<file path="src/rtl/flr_pkg.sv">
// constants and types shared by the fuse/lock/signature readout block
package flr_pkg;

    // ------------------------------------------------------------------
    // clock and timing
    // ------------------------------------------------------------------
    localparam int CLK_PERIOD_NS = 100;
    localparam int OP_TIME_MIN_NS = 3_700_000;
    localparam int OP_TIME_MAX_NS = 4_500_000;
    localparam int OP_MIN_CYC = (OP_TIME_MIN_NS + CLK_PERIOD_NS - 1) / CLK_PERIOD_NS;
    localparam int OP_MAX_CYC = OP_TIME_MAX_NS / CLK_PERIOD_NS;
    localparam int OP_CNT_W = 16;
    localparam logic [2:0] LOAD_WIN = 3'h3;
    localparam logic [2:0] STORE_WIN = 3'h4;

    // ------------------------------------------------------------------
    // register map (byte addresses)
    // ------------------------------------------------------------------
    localparam logic [3:0] ADDR_CTRL = 4'h0;
    localparam logic [3:0] ADDR_RDBK = 4'h4;

    // control/status bit positions
    localparam int BIT_PROG_EN = 0;
    localparam int BIT_PG_ERASE = 1;
    localparam int BIT_PG_WRITE = 2;
    localparam int BIT_LOCK_SET = 3;
    localparam int BIT_RWW_REEN = 4;
    localparam int BIT_SIG_RD = 5;
    localparam int BIT_RWW_BUSY = 6;

    // ------------------------------------------------------------------
    // readout pointer values
    // ------------------------------------------------------------------
    localparam logic [15:0] PTR_FUSE_LOW = 16'h0000;
    localparam logic [15:0] PTR_LOCK = 16'h0001;
    localparam logic [15:0] PTR_FUSE_EXT = 16'h0002;
    localparam logic [15:0] PTR_FUSE_HIGH = 16'h0003;
    localparam logic [15:0] PTR_SIG_ID0 = 16'h0000;
    localparam logic [15:0] PTR_SIG_CAL = 16'h0001;
    localparam logic [15:0] PTR_SIG_ID1 = 16'h0002;
    localparam logic [15:0] PTR_SIG_ID2 = 16'h0004;
    localparam logic [15:0] PTR_SER_FIRST = 16'h000E;
    localparam logic [15:0] PTR_SER_LAST = 16'h0018;
    localparam int SIG_ROW_LEN = 32;
    localparam int SERIAL_LEN = 10;
    localparam logic [7:0] RESERVED_BYTE = 8'hFF;
    localparam int PAGE_LSB = 7;
    localparam int PAGE_MSB = 13;

    // ------------------------------------------------------------------
    // carriers
    // ------------------------------------------------------------------
    typedef struct packed {
        logic        valid;
        logic [15:0] ptr;
    } flr_ld_req_t;

    typedef struct packed {
        logic       valid;
        logic       served;
        logic [7:0] data;
    } flr_ld_rsp_t;

    typedef struct packed {
        logic       start;
        logic       erase;
        logic       write;
        logic       lock_wr;
        logic       fill;
        logic [6:0] page;
    } flr_flash_cmd_t;

endpackage : flr_pkg

</file>
<file path="src/rtl/flr_core.sv">
// self-programming access: fuse, lock and signature readout, flash op timing
//
// The implementer's own choices: the placing of the registers and register access over Avalon-MM.
`timescale 1ns/1ps
`default_nettype none
module flr_core
    import flr_pkg::*;
#(
    parameter logic [OP_CNT_W-1:0] OP_CYCLES = OP_CNT_W'(OP_MIN_CYC),
    // arbitrary neutral identification values
    parameter logic [7:0] DEV_ID0 = 8'h5A,
    parameter logic [7:0] DEV_ID1 = 8'h01,
    parameter logic [7:0] DEV_ID2 = 8'h02,
    parameter logic [SERIAL_LEN*8-1:0] SERIAL_NUM = 80'h0102030405060708090A
) (
    // clock, reset, enable
    input  wire logic                 mclk_i,
    input  wire logic                 sys_rst_i,
    input  wire logic                 por_i,
    input  wire logic                 ce_i,
    // avalon-mm slave
    input  wire logic [3:0]           avs_address_i,
    input  wire logic                 avs_read_i,
    input  wire logic                 avs_write_i,
    input  wire logic [31:0]          avs_writedata_i,
    output logic [31:0]               avs_readdata_o,
    output logic                      avs_waitrequest_o,
    // cpu instruction side
    input  wire flr_ld_req_t          ld_req_i,
    input  wire logic                 store_i,
    input  wire logic [15:0]          store_ptr_i,
    input  wire logic [7:0]           store_data_i,
    output flr_ld_rsp_t               ld_rsp_o,
    // nonvolatile sources
    input  wire logic                 eeprom_busy_i,
    input  wire logic [7:0]           fuse_low_i,
    input  wire logic [7:0]           fuse_high_i,
    input  wire logic [2:0]           fuse_ext_i,
    input  wire logic [5:0]           lock_bits_i,
    input  wire logic [7:0]           osc_cal_i,
    // flash array side
    output flr_flash_cmd_t            flash_cmd_o,
    output logic                      flash_busy_o,
    output logic                      lock_wr_o,
    output logic [3:0]                lock_wr_data_o
);

    // ------------------------------------------------------------------
    // state
    // ------------------------------------------------------------------
    logic       en_r;
    logic       erase_r;
    logic       write_r;
    logic       lockset_r;
    logic       reen_r;
    logic       signature_read_bit_r;
    logic       rww_busy_r;
    logic       running_r;
    logic       op_lock_r;
    logic [3:0] lock_data_r;
    logic [2:0] win_r;
    logic [7:0] rdbk_r;
    logic       wait_r;
    logic       tmr_busy;
    logic       tmr_done;
    logic [7:0] sig_row [SIG_ROW_LEN];

    // ------------------------------------------------------------------
    // bus decode
    // ------------------------------------------------------------------
    logic       bus_req;
    logic       bus_acc;
    logic       ctrl_wr;
    logic       ctrl_ok;
    logic       ld_ok;
    logic       st_ok;
    logic [2:0] win_lim;
    logic       timeout;
    logic [7:0] ctrl_view;
    logic [7:0] rd_byte;

    assign bus_req = avs_read_i || avs_write_i;
    assign bus_acc = bus_req && !wait_r;
    assign ctrl_wr = bus_acc && avs_write_i && (avs_address_i == ADDR_CTRL);
    // no new command while eeprom busy or one pending
    assign ctrl_ok = ctrl_wr && !eeprom_busy_i && !en_r;
    // readout window, dead while eeprom writes
    assign ld_ok = ld_req_i.valid && en_r && (lockset_r || signature_read_bit_r)
                   && (win_r < LOAD_WIN) && !eeprom_busy_i;
    assign st_ok = store_i && en_r && !running_r && !signature_read_bit_r && (win_r < STORE_WIN);
    // lock-set waits for store up to four, signature only three
    assign win_lim = signature_read_bit_r ? LOAD_WIN : STORE_WIN;
    assign timeout = en_r && !running_r && (win_r == win_lim - 3'h1) && !ld_ok && !st_ok;
    assign ctrl_view = {1'b0, rww_busy_r, signature_read_bit_r, reen_r, lockset_r, write_r, erase_r, en_r};

    // ------------------------------------------------------------------
    // signature row
    // ------------------------------------------------------------------
    genvar gi;
    generate
        for (gi = 0; gi < SIG_ROW_LEN; gi++) begin : g_sig
            if (gi == int'(PTR_SIG_ID0)) begin : g_id0
                assign sig_row[gi] = DEV_ID0;
            end else if (gi == int'(PTR_SIG_CAL)) begin : g_cal
                assign sig_row[gi] = osc_cal_i;
            end else if (gi == int'(PTR_SIG_ID1)) begin : g_id1
                assign sig_row[gi] = DEV_ID1;
            end else if (gi == int'(PTR_SIG_ID2)) begin : g_id2
                assign sig_row[gi] = DEV_ID2;
            end else if (gi >= int'(PTR_SER_FIRST) && gi <= int'(PTR_SER_LAST)) begin : g_ser
                // last address past the ten bytes repeats the final byte
                localparam int IDX = (gi - int'(PTR_SER_FIRST) < SERIAL_LEN)
                                     ? gi - int'(PTR_SER_FIRST) : SERIAL_LEN - 1;
                assign sig_row[gi] = SERIAL_NUM[IDX*8 +: 8];
            end else begin : g_rsv
                assign sig_row[gi] = RESERVED_BYTE;
            end
        end
    endgenerate

    // ------------------------------------------------------------------
    // readout select
    // ------------------------------------------------------------------
    always_comb begin
        rd_byte = RESERVED_BYTE;
        if (signature_read_bit_r) begin
            if (ld_req_i.ptr < 16'(SIG_ROW_LEN)) begin
                rd_byte = sig_row[ld_req_i.ptr[4:0]];
            end
        end else if (ld_req_i.ptr == PTR_LOCK) begin
            // lock byte layout, raw active-low bits
            rd_byte = {2'h3, lock_bits_i};
        end else if (ld_req_i.ptr == PTR_FUSE_LOW) begin
            rd_byte = fuse_low_i;
        end else if (ld_req_i.ptr == PTR_FUSE_HIGH) begin
            rd_byte = fuse_high_i;
        end else if (ld_req_i.ptr == PTR_FUSE_EXT) begin
            rd_byte = {5'h1F, fuse_ext_i};
        end
    end

    // ------------------------------------------------------------------
    // load answer
    // ------------------------------------------------------------------
    always_ff @(posedge mclk_i) begin
        if (sys_rst_i) begin
            ld_rsp_o <= '0;
            rdbk_r   <= RESERVED_BYTE;
        end else if (ce_i) begin
            ld_rsp_o.valid <= ld_req_i.valid;
            // not served: cpu takes flash contents
            ld_rsp_o.served <= ld_ok;
            ld_rsp_o.data   <= ld_ok ? rd_byte : 8'h00;
            if (ld_ok) begin
                rdbk_r <= rd_byte;
            end
        end
    end

    // ------------------------------------------------------------------
    // command bits and window
    // ------------------------------------------------------------------
    always_ff @(posedge mclk_i) begin
        if (sys_rst_i) begin
            en_r      <= 1'b0;
            erase_r   <= 1'b0;
            write_r   <= 1'b0;
            lockset_r <= 1'b0;
            reen_r    <= 1'b0;
            signature_read_bit_r   <= 1'b0;
            running_r <= 1'b0;
            win_r     <= 3'h0;
        end else if (ce_i) begin
            if (ctrl_ok) begin
                en_r      <= avs_writedata_i[BIT_PROG_EN];
                erase_r   <= avs_writedata_i[BIT_PROG_EN] && avs_writedata_i[BIT_PG_ERASE];
                write_r   <= avs_writedata_i[BIT_PROG_EN] && avs_writedata_i[BIT_PG_WRITE];
                lockset_r <= avs_writedata_i[BIT_PROG_EN] && avs_writedata_i[BIT_LOCK_SET];
                reen_r    <= avs_writedata_i[BIT_PROG_EN] && avs_writedata_i[BIT_RWW_REEN];
                signature_read_bit_r   <= avs_writedata_i[BIT_PROG_EN] && avs_writedata_i[BIT_SIG_RD];
                win_r     <= 3'h0;
            end else if (ld_ok || timeout) begin
                // auto-clear after readout or missed window
                {en_r, erase_r, write_r, lockset_r, reen_r, signature_read_bit_r} <= '0;
            end else if (st_ok) begin
                // timed operations keep enable until done
                if (erase_r || write_r || lockset_r) begin
                    running_r <= 1'b1;
                end else begin
                    {en_r, erase_r, write_r, lockset_r, reen_r, signature_read_bit_r} <= '0;
                end
            end else if (running_r && tmr_done) begin
                running_r <= 1'b0;
                {en_r, erase_r, write_r, lockset_r, reen_r, signature_read_bit_r} <= '0;
            end else if (en_r && !running_r) begin
                win_r <= win_r + 3'h1;
            end
        end
    end

    // ------------------------------------------------------------------
    // rww busy flag
    // ------------------------------------------------------------------
    always_ff @(posedge mclk_i) begin
        if (sys_rst_i) begin
            rww_busy_r <= 1'b0;
        end else if (ce_i) begin
            // set by erase/write, cleared only by re-enable when idle
            if (st_ok && (erase_r || write_r)) begin
                rww_busy_r <= 1'b1;
            end else if (st_ok && reen_r && !tmr_busy) begin
                rww_busy_r <= 1'b0;
            end
        end
    end

    // ------------------------------------------------------------------
    // flash command and lock write
    // ------------------------------------------------------------------
    always_ff @(posedge mclk_i) begin
        if (sys_rst_i) begin
            flash_cmd_o <= '0;
        end else if (ce_i) begin
            flash_cmd_o.start <= st_ok;
            if (st_ok) begin
                // page taken from the pointer page field
                flash_cmd_o.erase   <= erase_r;
                flash_cmd_o.write   <= write_r;
                flash_cmd_o.lock_wr <= lockset_r;
                flash_cmd_o.fill    <= !(erase_r || write_r || lockset_r || reen_r);
                flash_cmd_o.page    <= store_ptr_i[PAGE_MSB:PAGE_LSB];
            end
        end
    end

    // lock write result survives system reset, like the timer
    always_ff @(posedge mclk_i) begin
        if (por_i) begin
            op_lock_r      <= 1'b0;
            lock_data_r    <= 4'hF;
            lock_wr_o      <= 1'b0;
            lock_wr_data_o <= 4'hF;
        end else if (ce_i) begin
            lock_wr_o <= 1'b0;
            if (st_ok) begin
                op_lock_r <= lockset_r;
                // boot locks can only be programmed, never erased
                lock_data_r <= lock_bits_i[5:2] & store_data_i[5:2];
            end else if (tmr_done && op_lock_r) begin
                op_lock_r      <= 1'b0;
                lock_wr_o      <= 1'b1;
                lock_wr_data_o <= lock_data_r;
            end
        end
    end

    // ------------------------------------------------------------------
    // operation timer
    // ------------------------------------------------------------------
    // duration counted here, power-on reset only
    flr_op_timer #(
        .CYCLES (OP_CYCLES)
    ) u_timer (
        .mclk_i  (mclk_i),
        .por_i   (por_i),
        .ce_i    (ce_i),
        .start_i (st_ok && (erase_r || write_r || lockset_r)),
        .busy_o  (tmr_busy),
        .done_o  (tmr_done)
    );

    always_ff @(posedge mclk_i) begin
        if (por_i) begin
            flash_busy_o <= 1'b0;
        end else if (ce_i) begin
            flash_busy_o <= tmr_busy;
        end
    end

    // ------------------------------------------------------------------
    // avalon slave
    // ------------------------------------------------------------------
    // one wait cycle keeps read data registered
    always_ff @(posedge mclk_i) begin
        if (sys_rst_i) begin
            wait_r         <= 1'b1;
            avs_readdata_o <= 32'h0000_0000;
        end else if (ce_i) begin
            if (bus_req && wait_r) begin
                wait_r <= 1'b0;
                if (avs_address_i == ADDR_CTRL) begin
                    avs_readdata_o <= {24'h00_0000, ctrl_view};
                end else if (avs_address_i == ADDR_RDBK) begin
                    avs_readdata_o <= {24'h00_0000, rdbk_r};
                end else begin
                    avs_readdata_o <= 32'h0000_0000;
                end
            end else begin
                wait_r <= 1'b1;
            end
        end
    end
    assign avs_waitrequest_o = wait_r;
endmodule : flr_core
`default_nettype wire

</file>
<file path="src/rtl/flr_op_timer.sv">
// flash operation timer: erase, page write and lock write duration
`timescale 1ns/1ps
`default_nettype none
module flr_op_timer
    import flr_pkg::*;
#(
    parameter logic [OP_CNT_W-1:0] CYCLES = OP_CNT_W'(OP_MIN_CYC)
) (
    // clock and reset
    input  wire logic mclk_i,
    input  wire logic por_i,
    input  wire logic ce_i,
    // control
    input  wire logic start_i,
    output logic      busy_o,
    output logic      done_o
);

    logic [OP_CNT_W-1:0] cnt_r;

    // ------------------------------------------------------------------
    // countdown
    // ------------------------------------------------------------------
    // only power-on stops it: a system reset must not abort a write
    always_ff @(posedge mclk_i) begin
        if (por_i) begin
            cnt_r  <= '0;
            busy_o <= 1'b0;
            done_o <= 1'b0;
        end else if (ce_i) begin
            done_o <= 1'b0;
            if (start_i && !busy_o) begin
                cnt_r  <= CYCLES - OP_CNT_W'(1);
                busy_o <= 1'b1;
            end else if (busy_o) begin
                if (cnt_r == '0) begin
                    busy_o <= 1'b0;
                    done_o <= 1'b1;
                end else begin
                    cnt_r <= cnt_r - OP_CNT_W'(1);
                end
            end
        end
    end

endmodule : flr_op_timer
`default_nettype wire

</file>
<file path="config.mk">
export PLATFORM = sky130hd
export DESIGN_NAME = flr_core
export DESIGN_NICKNAME = d
export VERILOG_FILES = /design/src/rtl/flr_pkg.sv /design/src/rtl/flr_core.sv /design/src/rtl/flr_op_timer.sv
export SDC_FILE = /design/constraint.sdc
export NUM_CORES = 1
export LEC_CHECK = 0
export BUFFER_PORTS_ARGS = -buffer_cell sky130_fd_sc_hd__buf_2
export CORE_MARGIN = 3
export CORE_UTILIZATION = 48
export CTS_CLUSTER_SIZE = 30
export DETAILED_ROUTE_END_ITERATION = 8
export PLACE_DENSITY_LB_ADDON = 0.08
export SLEW_MARGIN = 20
export SYNTH_ARGS = -nofsm -noshare
export SYNTH_HDL_FRONTEND = slang
export SYNTH_SLANG_ARGS = --single-unit
</file>
<file path="constraint.sdc">
create_clock -name mclk_i -period 2.6 [get_ports mclk_i]
set_clock_uncertainty 0.05 [all_clocks]
set_input_delay 0 -clock mclk_i [delete_from_list [all_inputs] [get_ports mclk_i]]
set_output_delay 0 -clock mclk_i [all_outputs]
set_load 0.005 [all_outputs]
</file>
After elaboration in Yosys (flattened, before gate mapping)
Index checks and enable logic that the tools add are counted.
- bits in writable memories: 0
- register bits after elaboration: 103
- input port bits: 118
- ROM bits: 0
- logic and storage cells: 162
- memories: 0
- latch bits: 0
- magnitude comparators: 4
- bitwise gates (word level): 5
- div/mod/pow operators: 0
- reduce and logical (&&, ||, !) cells: 64
- add/sub/neg operators: 3
- mux-type cells: 46
- equality and inequality tests: 11
- multipliers: 0
- shifts and indexed selects: 0
- operators with widths (operator ; count):
    $mux 8 ; 10
    $mux 16 ; 3
    $bmux 8 s5 ; 1
    $eq 16x2->1 const B ; 2
    $logic_not 16->1 ; 2
    $logic_and 1x1->1 ; 30
    $mux 1 ; 25
    $mux 3 ; 7
    $eq 16x1->1 const B ; 1
    $lt 16x6->1 const B ; 1
    $sub 16x1->16 const B ; 1
    $reduce_and 2->1 ; 5
    $reduce_and 5->1 ; 2
    $reduce_bool 2->1 ; 5
    $logic_not 1->1 ; 9
    $reduce_and 3->1 ; 3
    $ge 6x6->1 const B ; 1
    $logic_or 1x1->1 ; 6
    $ne 2x2->1 const B ; 3
    $not 5->6 ; 1
    $and 4x4->4 ; 1
    $eq 4x3->1 const B ; 1
    $logic_not 4->1 ; 1
    $ne 2x1->1 const B ; 2
    8 further kinds ; 10

Logic depth before layout (Yosys ltp)
Gate-level depths: netlist (run 1).
- depth in word-level cells: 10
- gate-level depth with buffers: 9
- mapped depth without buffers: 7

Modules after synthesis
Synthesis (run 1) repeated with hierarchy kept, for this count alone.
- cells, all modules: 490
- area, all modules: 4187.8 sq um
- modules (own cells, without submodules) (module ; instances ; area each (sq um) ; cells each):
    flr_core ; 1 ; 3211.8 ; 381
    flr_op_timer ; 1 ; 975.9 ; 109

Worst setup path after synthesis (run 1)
Ideal clock, no wire load.
- path type: reg-to-reg
- start point: reg u_timer.cnt_r[0]
- end point: reg u_timer.cnt_r[7]
- path buffers: 1
- arrival: 1977 ps
- cell stages (with the launch flop): 9
- library setup time: 134 ps
- slack: 439 ps
- cells stage by stage: dfxtp_1 inv_1 ha_1 or4b_2 or4_4 buf_6 nand3_1 xor2_1 a21oi_1
- longest elaborated chain between the ends: 4
- elaborated cells between the ends (all ways): 7
- those cells by class: 1 x add/sub; 1 x eq/ne; 3 x mux; 2 x reduce/logical
- RTL lines (element ; line ; RTL):
    from (decl) ; flr_op_timer.sv:19 ; logic [OP_CNT_W-1:0] cnt_r;
    from (signal assigned) ; flr_op_timer.sv:33 ; cnt_r <= CYCLES - OP_CNT_W'(1);
    from (signal assigned) ; flr_op_timer.sv:40 ; cnt_r <= cnt_r - OP_CNT_W'(1);
    $sub 16x1->16 ; flr_op_timer.sv:40 ;
    $mux 16 ; flr_op_timer.sv:36 ; if (cnt_r == '0) begin
    $mux 16 ; flr_op_timer.sv:35 ; end else if (busy_o) begin
    $mux 16 ; flr_op_timer.sv:32 ; if (start_i && !busy_o) begin
Parallel ways exist; a longest one is shown, timed or not. The select of a mux whose other input is x is not followed.
A chain may end at the register's enable or synchronous reset.

Worst setup path in the final report (run 1)
- start point: reg en_r
- end point: reg lock_data_r[3]
- longest elaborated chain between the ends: 5
- RTL lines (element ; line ; RTL):
    from (decl) ; flr_core.sv:51 ; logic en_r;
    from (signal assigned) ; flr_core.sv:175 ; en_r <= avs_writedata_i[BIT_PROG_EN];
    $logic_and 1x1->1 (4 in series) ; flr_core.sv:90 ; assign st_ok = store_i && en_r && !running_r && !signature_read_bit_r && (win_r < STORE_WIN);
    $reduce_and 2->1 (no line) ; - ;
    to (signal assigned) ; flr_core.sv:248 ; lock_data_r <= lock_bits_i[5:2] & store_data_i[5:2];
    to (decl) ; flr_core.sv:60 ; logic [3:0] lock_data_r;
Every way passes these cells.

==> impl_metrics.ini, run 1 <==
[synth]
synthesis.instances = 495
synth_top_area_share = 0.387
synth_seq_cells = 79
synth_top_area_cell = dfxtp_1
async_reset_ff_frac = 0
syn-cell-area_sq_um = 4080
post_synth.cell_area_avg_sq_um = 8.25
ys.flop_type = dfxtp_1
synth_seq_area_share = 0.387
synth_warnings = 0
ys_types = 61
synth_top_cells_by_area = dfxtp_1 (39%), nand2_1 (5.4%), a21oi_1 (4.8%)
synth_enable_flop_cells = 0

[power_and_ir_drop]
ir_drop_mv = 0.305
p_per_area_nw_per_um2 = 499
power_leakage_nw = 2.24

[floorplan]
start_util = 0.495
core-area_sq_um = 8260
die_w_microns = 98.2
die_area_sq_um = 9650
pin_count = 179
rows = 33
die_h_microns = 98.2

[sta]
tightest_slew_ps = 596
maxSlewViolCount = 0
fin_tns_setup_ps = 0
max_slew_margin = 0.599
period_share = 0.882
timing.hold.ws_ps = 24.1
finalHoldViolCount = 0
setup_ws_ps = 308
setup_viol = 0
rsz0062_at_grt = false
period_needed_ps = 2290
max_freq_mhz = 436

[setup_path]
startpoint_type = flop
worstPathArrival_ps = 2540
crit_fanout = 16
critPathRequiredTime_ps = 2840
worstSetupPathType = flop to flop
endpoint_kind = flop

[clock_tree]
cts_tree = built
worst_skew_pair.late_latency_ps = 350
cts-htree-levels = 3
clock_tree.root_cell = clkbuf_8
clockBufferDepth = 2
postCtsSetupBuffers = 0
cts_buffers = 9
cts.clk_slew.worst_paths_ps = 90
clkSinkCount = 79

[layout]
multi_input_area_sq_um = 2220
fillers = 772
syn_to_final_growth_pct = 25.2
antenna_cells = 0
seq_area_sq_um = 1580
instances_no_fill = 734
final_nets = 749
final_util = 0.619
drive_above_1_share = 0.253

[placement]
place_ws_ps = 323
gp_congestion = 0.830
dp_hpwl_mm = 7.75
io_buffers = 115
dp_cells = 696

[hold_path]
hold_class = input pin to flop

[detailed_routing]
drtPass1Iterations = 4
vias = 3909
antenna_left = 0
viasPerCell = 5.33
drtIter0Drc = 199
drt-wirelength-per-cell_microns = 14.3
drc = 0
wirelength_mm = 10.5

[global_route]
antenna_found_initial = 0
grt_first_pass_wirelength_mm = 17.3
grt_max_degree = 26
first_global_vias = 3674
grt_overflow_total = 0
gr-usage-all-layers = 0.217

[job]
maxCapViolCount = 0

[run_status]
outcome = completed
[cell usage in the layout, fill, tap and decap left out, types with 8 or more instances in the layout]
cell type	count
nor3_1	16
clkbuf_8	9
dfxtp_1	79
nand2_1	59
nor2_1	42
a21oi_1	39
and3_1	11
nand2b_1	9
o21ai_0	25
dlygate4sd3_1	22
conb_1	24
inv_1	22
a211o_1	14
buf_2	115
a22oi_1	8
[critical path, stage by stage, from the launching register on]
cell and delay, ps:
dfxtp_1 400, nor3b_1 430, and3_2 470, and3_1 210
dlygate4sd3_1 570, a211o_1 110
[where the power goes]
| group | internal [mW] | switching, mW |
|---|---|---|
| Combinational | 0.104 | 0.121 |
| Sequential | 1.21 | 0.00212 |
| Clock | 0.645 | 0.465 |
| Total | 1.96 | 0.589 |
[cell type report]
cell class              instances  share of cell area
well taps                     105              0.0257
flip-flops and latches         79               0.309
clock inverters                 6              0.0225
clock buffers                  10              0.0250
repair buffers                144               0.166
inverters                      23              0.0169
multi-input cells             367               0.435
[per-layer routing]
layer / vias to the layer above / GRT usage / part of all wire
li1: 1982 / - / -
met1: 1826 / 0.275 / 0.45
met2: 88 / 0.374 / 0.50
met3: 13 / 0.0450 / 0.041
met4: 0 / 0.0641 / 0.016
met5: - / 0 / 0
[path summary, 6_finish.rpt]
path	from	endpoint	slack, ps	depth (start not counted)
worst max-delay path	en_r	lock_data_r[3]	310	5
worst min-delay path	sys_rst_i	avs_readdata_o[0]	20	2
worst max register to register	en_r	lock_data_r[3]	310	5
worst min register to register	flash_cmd_o[7]	flash_cmd_o[7]	400	2
[cell usage after synthesis (all sizes together), types with 3 or more instances]
cell type	n
dfxtp	79
nand3b	3
a211oi	7
a31oi	3
nand2	59
nand4b	4
a211o	14
nor2b	7
nor2	42
xor2	7
a221oi	6
buf	28
o31ai	4
or3	3
nor4	4
clkbuf	21
a22oi	8
inv	22
mux2	3
ha	7
and3	12
xnor2	6
nand2b	9
or4	5
nand3	4
o21ai	25
a21oi	39
o21a	4
nor3	18
nor3b	5
[registers in the layout, indices dropped and copies added, names as in the netlist, 3 cells and up]
name,cells
rdbk_r,8
lock_wr_data_o,4
flash_cmd_o,12
avs_readdata_o,8
ld_rsp_o,10
u_timer.cnt_r,16
lock_data_r,4
win_r,3
[repair_timing]
| action | CTS | global route |
|---|---|---|
| endpoints found under the hold margin | 20 | 0 |
| endpoints found under the setup margin | 0 | 4 |
| hold buffers | 22 | 0 |
| resized for setup | 0 | 1 |
[metrics by stage]
stage | area [sq um] | power (mW)
final | 5110 | 2.55
after CTS | 5110 | 2.56
after global routing | 5110 | 2.65
after detailed placement | 4650 | 1.44
after floorplan | 4170 | 1.38
after global placement | 4650 | 1.44
[cells by family after synthesis]
| kind of cell | synth area share |
|---|---|
| simple gates | 0.247 |
| compound gates | 0.214 |
| flops | 0.387 |
| buf+inv | 0.0901 |
| xor+xnor | 0.0279 |
| fa+ha+maj | 0.0214 |
| mux | 0.0107 |
| other cells | 0.000918 |
Note: power is estimated with default switching activity, not from simulation.
==> inputs of run 2 (changes only) <==
--- a/config.mk
+++ b/config.mk
@@ -8,3 +8,2 @@
 export BUFFER_PORTS_ARGS = -buffer_cell sky130_fd_sc_hd__buf_2
-export CORE_MARGIN = 3
 export CORE_UTILIZATION = 48
==> constraint.sdc (replaced) <==
create_clock -name mclk_i -period 2.6 [get_ports mclk_i]
set_clock_uncertainty 0.05 [all_clocks]
set_input_delay 0.52 -clock mclk_i [delete_from_list [all_inputs] [get_ports mclk_i]]
set_output_delay 0.52 -clock mclk_i [all_outputs]
set_load 0.005 [all_outputs]
==> impl_metrics.ini, run 2 (synthesized netlist as in run 1, its figures left out) <==
[floorplan]
die_h_microns = 94.2
start_util = 0.497
die_area_sq_um = 8880
rows = 33
core-area_sq_um = 8220
die_w_microns = 94.2
pin_count = 179

[layout]
antenna_cells = 0
fillers = 796
largest_register = u_timer.cnt_r
drive_above_1_share = 0.268
final_nets = 734
final_common_cell = buf_2
reg_top3 = u_timer.cnt_r (16), flash_cmd_o (12), ld_rsp_o (10)
largest_reg_flops = 16
postLayoutCellArea_sq_um = 4910
mostFrequentLayoutCells = buf_2 (115), dfxtp_1 (79), nand2_1 (59)
syn_to_final_growth_pct = 20.3

[detailed_routing]
drt-wirelength-per-cell_microns = 14.0
wirelength_mm = 10.1
drtIter0Drc = 154
viasPerCell = 5.32
vias = 3822
antenna_left = 0
drtPass1Iterations = 5
drc = 0

[clock_tree]
hold_buffers = 0
cts-htree-levels = 3
cts_tree = built
postCtsResizedCells = 0
postCtsSetupBuffers = 0
cts_buffers = 9
worst_skew_pair.late_latency_ps = 350
cts.clk_slew.worst_paths_ps = 80
clkSinkCount = 79
clockBufferDepth = 2
clock_tree.root_cell = clkbuf_8

[global_route]
grt_overflow_total = 0
grt_first_pass_wirelength_mm = 16.7
gr-usage-all-layers = 0.241
first_global_vias = 3585
grt_max_degree = 42
antenna_found_initial = 0

[power_and_ir_drop]
p_per_area_nw_per_um2 = 489
ir_drop_mv = 0.324
power_leakage_nw = 2.16

[sta]
period_needed_ps = 2340
timing.hold.ws_ps = 305
tightest_slew_ps = 549
setup_viol = 0
rsz0062_at_grt = false
setup_ws_ps = 265
fin_tns_setup_ps = 0
max_freq_mhz = 428
period_share = 0.898
finalHoldViolCount = 0
maxSlewViolCount = 0
max_slew_margin = 0.634

[setup_path]
startpoint_type = flop
worstSetupPathType = flop to flop
critPathSlowestCell = or4b_2
cpPeakStageDelay_ps = 590
critPathRequiredTime_ps = 2780
worstPathArrival_ps = 2510
crit_fanout = 13
r2r_slack_ps = 260
worstPathCellList = inv_1 > ha_1 > or4b_2 > or4_4 > and3_1 > xnor2_1 > nor2_1
endpoint_kind = flop

[placement]
io_buffers = 115
gp_congestion = 0.813
place_area_sq_um = 4700
dp_hpwl_mm = 7.54
place_ws_ps = 156

[run_status]
outcome = completed

[job]
maxCapViolCount = 0

[hold_path]
hold_class = input pin to flop
## run 2: cell types whose count changed in the layout (fill, tap and decap cells not counted), sizes merged
cell / before / now
clkinv: 1 / 2
buf: 122 / 129
dlygate4sd3: 22 / 0
clkinvlp: 1 / 2
inv: 24 / 22
bufinv: 3 / 2
## run 2: report_power, final
group	total [mW]	internal, mW	switching (mW)	leakage, nW
Combinational	0.208	0.0901	0.118	1.42
Sequential	1.21	1.21	0.00234	0.637
Clock	0.977	0.537	0.440	0.0986
## run 2: path summary, 6_finish.rpt
kind	start	to	cells after the start
min reg2reg	flash_cmd_o[7]	flash_cmd_o[7]	2
max reg2reg	u_timer.cnt_r[0]	u_timer.cnt_r[9]	7
min	avs_writedata_i[1]	erase_r	3
max	u_timer.cnt_r[0]	u_timer.cnt_r[9]	7
## run 2: layout make-up
type	count	area, sq um	area share
clock inverters	5	83.8	0.0171
well taps	105	131	0.0267
clock buffers	10	128	0.0260
flip-flops and latches	79	1580	0.322
multi-input cells	367	2220	0.452
inverters	23	86.3	0.0176
repair buffers	129	681	0.139
## run 2: through the flow
step / power, mW / util / instances
finish: 2.40 / 0.598 / 718
global route: 2.50 / 0.598 / 718
CTS: 2.42 / 0.598 / 718
detailed placement: 1.45 / 0.572 / 703
global placement: 1.45 / 0.572 / 703
floorplan: 1.38 / - / 518
## run 2: layer usage
metal  routed length [microns]  vias up  global-route usage
met4                       123        0              0.0782
met5                         0        -                   0
met3                       311       11              0.0405
li1                          -     1938                   -
met2                      4840       91               0.410
met1                      4780     1782               0.308
## run 2: worst max-delay path, delay by kind of cell (launching register included)
kind	cells	cell delay (ps)
AND/OR/NAND/NOR	4	1400
flip-flops	1	350
adder cells (fa/ha/maj)	1	170
XOR/XNOR	1	150
buffers and inverters	1	90
==> inputs of run 3 (changes only) <==
- CORE_ASPECT_RATIO: default -> 1.2
==> impl_metrics.ini, run 3 (synthesized netlist as in run 1, its figures left out) <==
[placement]
dp_cells = 711
dp_hpwl_mm = 7.70
place_ws_ps = 159
place_area_sq_um = 4700
io_buffers = 115
gp_congestion = 0.844

[setup_path]
r2r_start = u_timer.cnt_r[0]
crit_buf_inv = 1
endpoint_kind = flop
worstPathArrival_ps = 2470
r2r_cells = 7
crit_start = u_timer.cnt_r[0]
startpoint_type = flop
cp_num_cells = 7
cpPeakStageDelay_ps = 600
worstSetupPathType = flop to flop
critPathSlowestCell = or4b_2
cp_top_family = simple AND/OR/NAND/NOR gates
worstPathCellList = inv_1 > ha_1 > or4b_2 > or4_4 > and3_1 > xnor2_1 > nor2_1
crit_fanout = 13
critPathRequiredTime_ps = 2780
r2r_slack_ps = 300

[detailed_routing]
drtIter0Drc = 168
antenna_left = 0
wirelength_mm = 10.2
drtPass1Iterations = 4
viasPerCell = 5.34
drt-wirelength-per-cell_microns = 14.1
vias = 3879
drc = 0

[global_route]
antenna_found_initial = 0
first_global_vias = 3570
use_met2 = 0.422
grt_use_met3 = 0.0464
grtUsageMet1 = 0.275
top_usage_layer = met2
gr-usage-all-layers = 0.239
grt_max_degree = 42
grt_first_pass_wirelength_mm = 16.4
grt_overflow_total = 0

[floorplan]
die_w_microns = 86.2
die_area_sq_um = 8880
core-area_sq_um = 8200
pin_count = 179
rows = 36
start_util = 0.498
die_h_microns = 103

[sta]
maxSlewViolCount = 0
rsz0062_at_grt = false
max_freq_mhz = 436
period_share = 0.883
tightest_slew_ps = 642
period_needed_ps = 2300
setup_ws_ps = 304
finalHoldViolCount = 0
max_slew_margin = 0.568
setup_viol = 0
fin_tns_setup_ps = 0

[layout]
postLayoutCellArea_sq_um = 4940
largest_register = u_timer.cnt_r
fillers = 786
instances_no_fill = 727
mostFrequentLayoutCells = buf_2 (115), dfxtp_1 (79), nand2_1 (59)
final_util = 0.602
largest_reg_flops = 16
final_nets = 733
antenna_cells = 0
final_common_cell = buf_2
reg_top3 = u_timer.cnt_r (16), flash_cmd_o (12), ld_rsp_o (10)
drive_above_1_share = 0.268
syn_to_final_growth_pct = 20.9

[clock_tree]
clockBufferDepth = 2
postCtsSetupBuffers = 0
cts-htree-levels = 3
clkSinkCount = 79
postCtsResizedCells = 0
cts_buffers = 9
clock_tree.root_cell = clkbuf_8
cts_tree = built
worst_skew_pair.late_latency_ps = 350
cts.clk_slew.worst_paths_ps = 80
hold_buffers = 0

[hold_path]
hold_start = avs_writedata_i[2]
hold_class = input pin to flop
hold_depth = 3

[power_and_ir_drop]
power.switching_mw = 0.572
ir_drop_mv = 0.316
p_clk_frac = 0.423
combPwrFrac = 0.085
intPower_mw = 1.90
p_sw_frac = 0.231
p_per_area_nw_per_um2 = 501
power_leakage_nw = 2.17
p_seq_frac = 0.491

[run_status]
outcome = completed

[job]
maxCapViolCount = 0
==> run 3: cell types whose count changed in the layout (fill, tap and decap cells not counted) <==
cell	previous run	this run
buf_4	14	13
clkbuf_8	9	11
clkinv_4	1	2
clkinvlp_4	2	0
==> run 3: area by class of cell <==
cell class              instances  area, sq um  area share
repair buffers                128          673       0.136
multi-input cells             367         2220       0.450
inverters                      23         86.3      0.0175
clock inverters                 4         77.6      0.0157
well taps                     114          143      0.0289
flip-flops and latches         79         1580       0.320
clock buffers                  12          155      0.0314
==> run 3: per-layer routing <==
layer / wire, microns / vias to the layer above / part of all wire
li1: - / 1942 / -
met1: 4420 / 1799 / 0.43
met2: 5140 / 120 / 0.50
met3: 414 / 18 / 0.040
met4: 260 / 0 / 0.025
met5: 0 / - / 0
==> run 3: power groups by stage <==
stage               registers, mW  clock network (mW)  logic (mW)
floorplan                    1.24                   0       0.134
global placement             1.24                   0       0.207
detailed placement           1.24                   0       0.210
CTS                          1.21                1.07       0.211
global route                 1.22                1.12       0.237
finish                       1.21                1.05       0.211
==> run 3: worst paths after layout <==
path                                    endpoint
worst max register to register  u_timer.cnt_r[9]
worst min register to register   flash_cmd_o[11]
worst max-delay path            u_timer.cnt_r[9]
worst min-delay path                     write_r
==> run 3: worst register-to-register path: cells and delay by family (launching register included) <==
family | cells | cell delay [ps]
AND/OR/NAND/NOR | 4 | 1400
XOR/XNOR | 1 | 120
buffers and inverters | 1 | 90
flip-flops | 1 | 340
adder cells (fa/ha/maj) | 1 | 170
==> run 3: metrics by stage <==
stage | hold slack (ps) | power, mW
finish | 311 | 2.47
global route | 300 | 2.57
CTS | 291 | 2.50
detailed placement | 394 | 1.45
global placement | 388 | 1.45
floorplan | 381 | 1.38
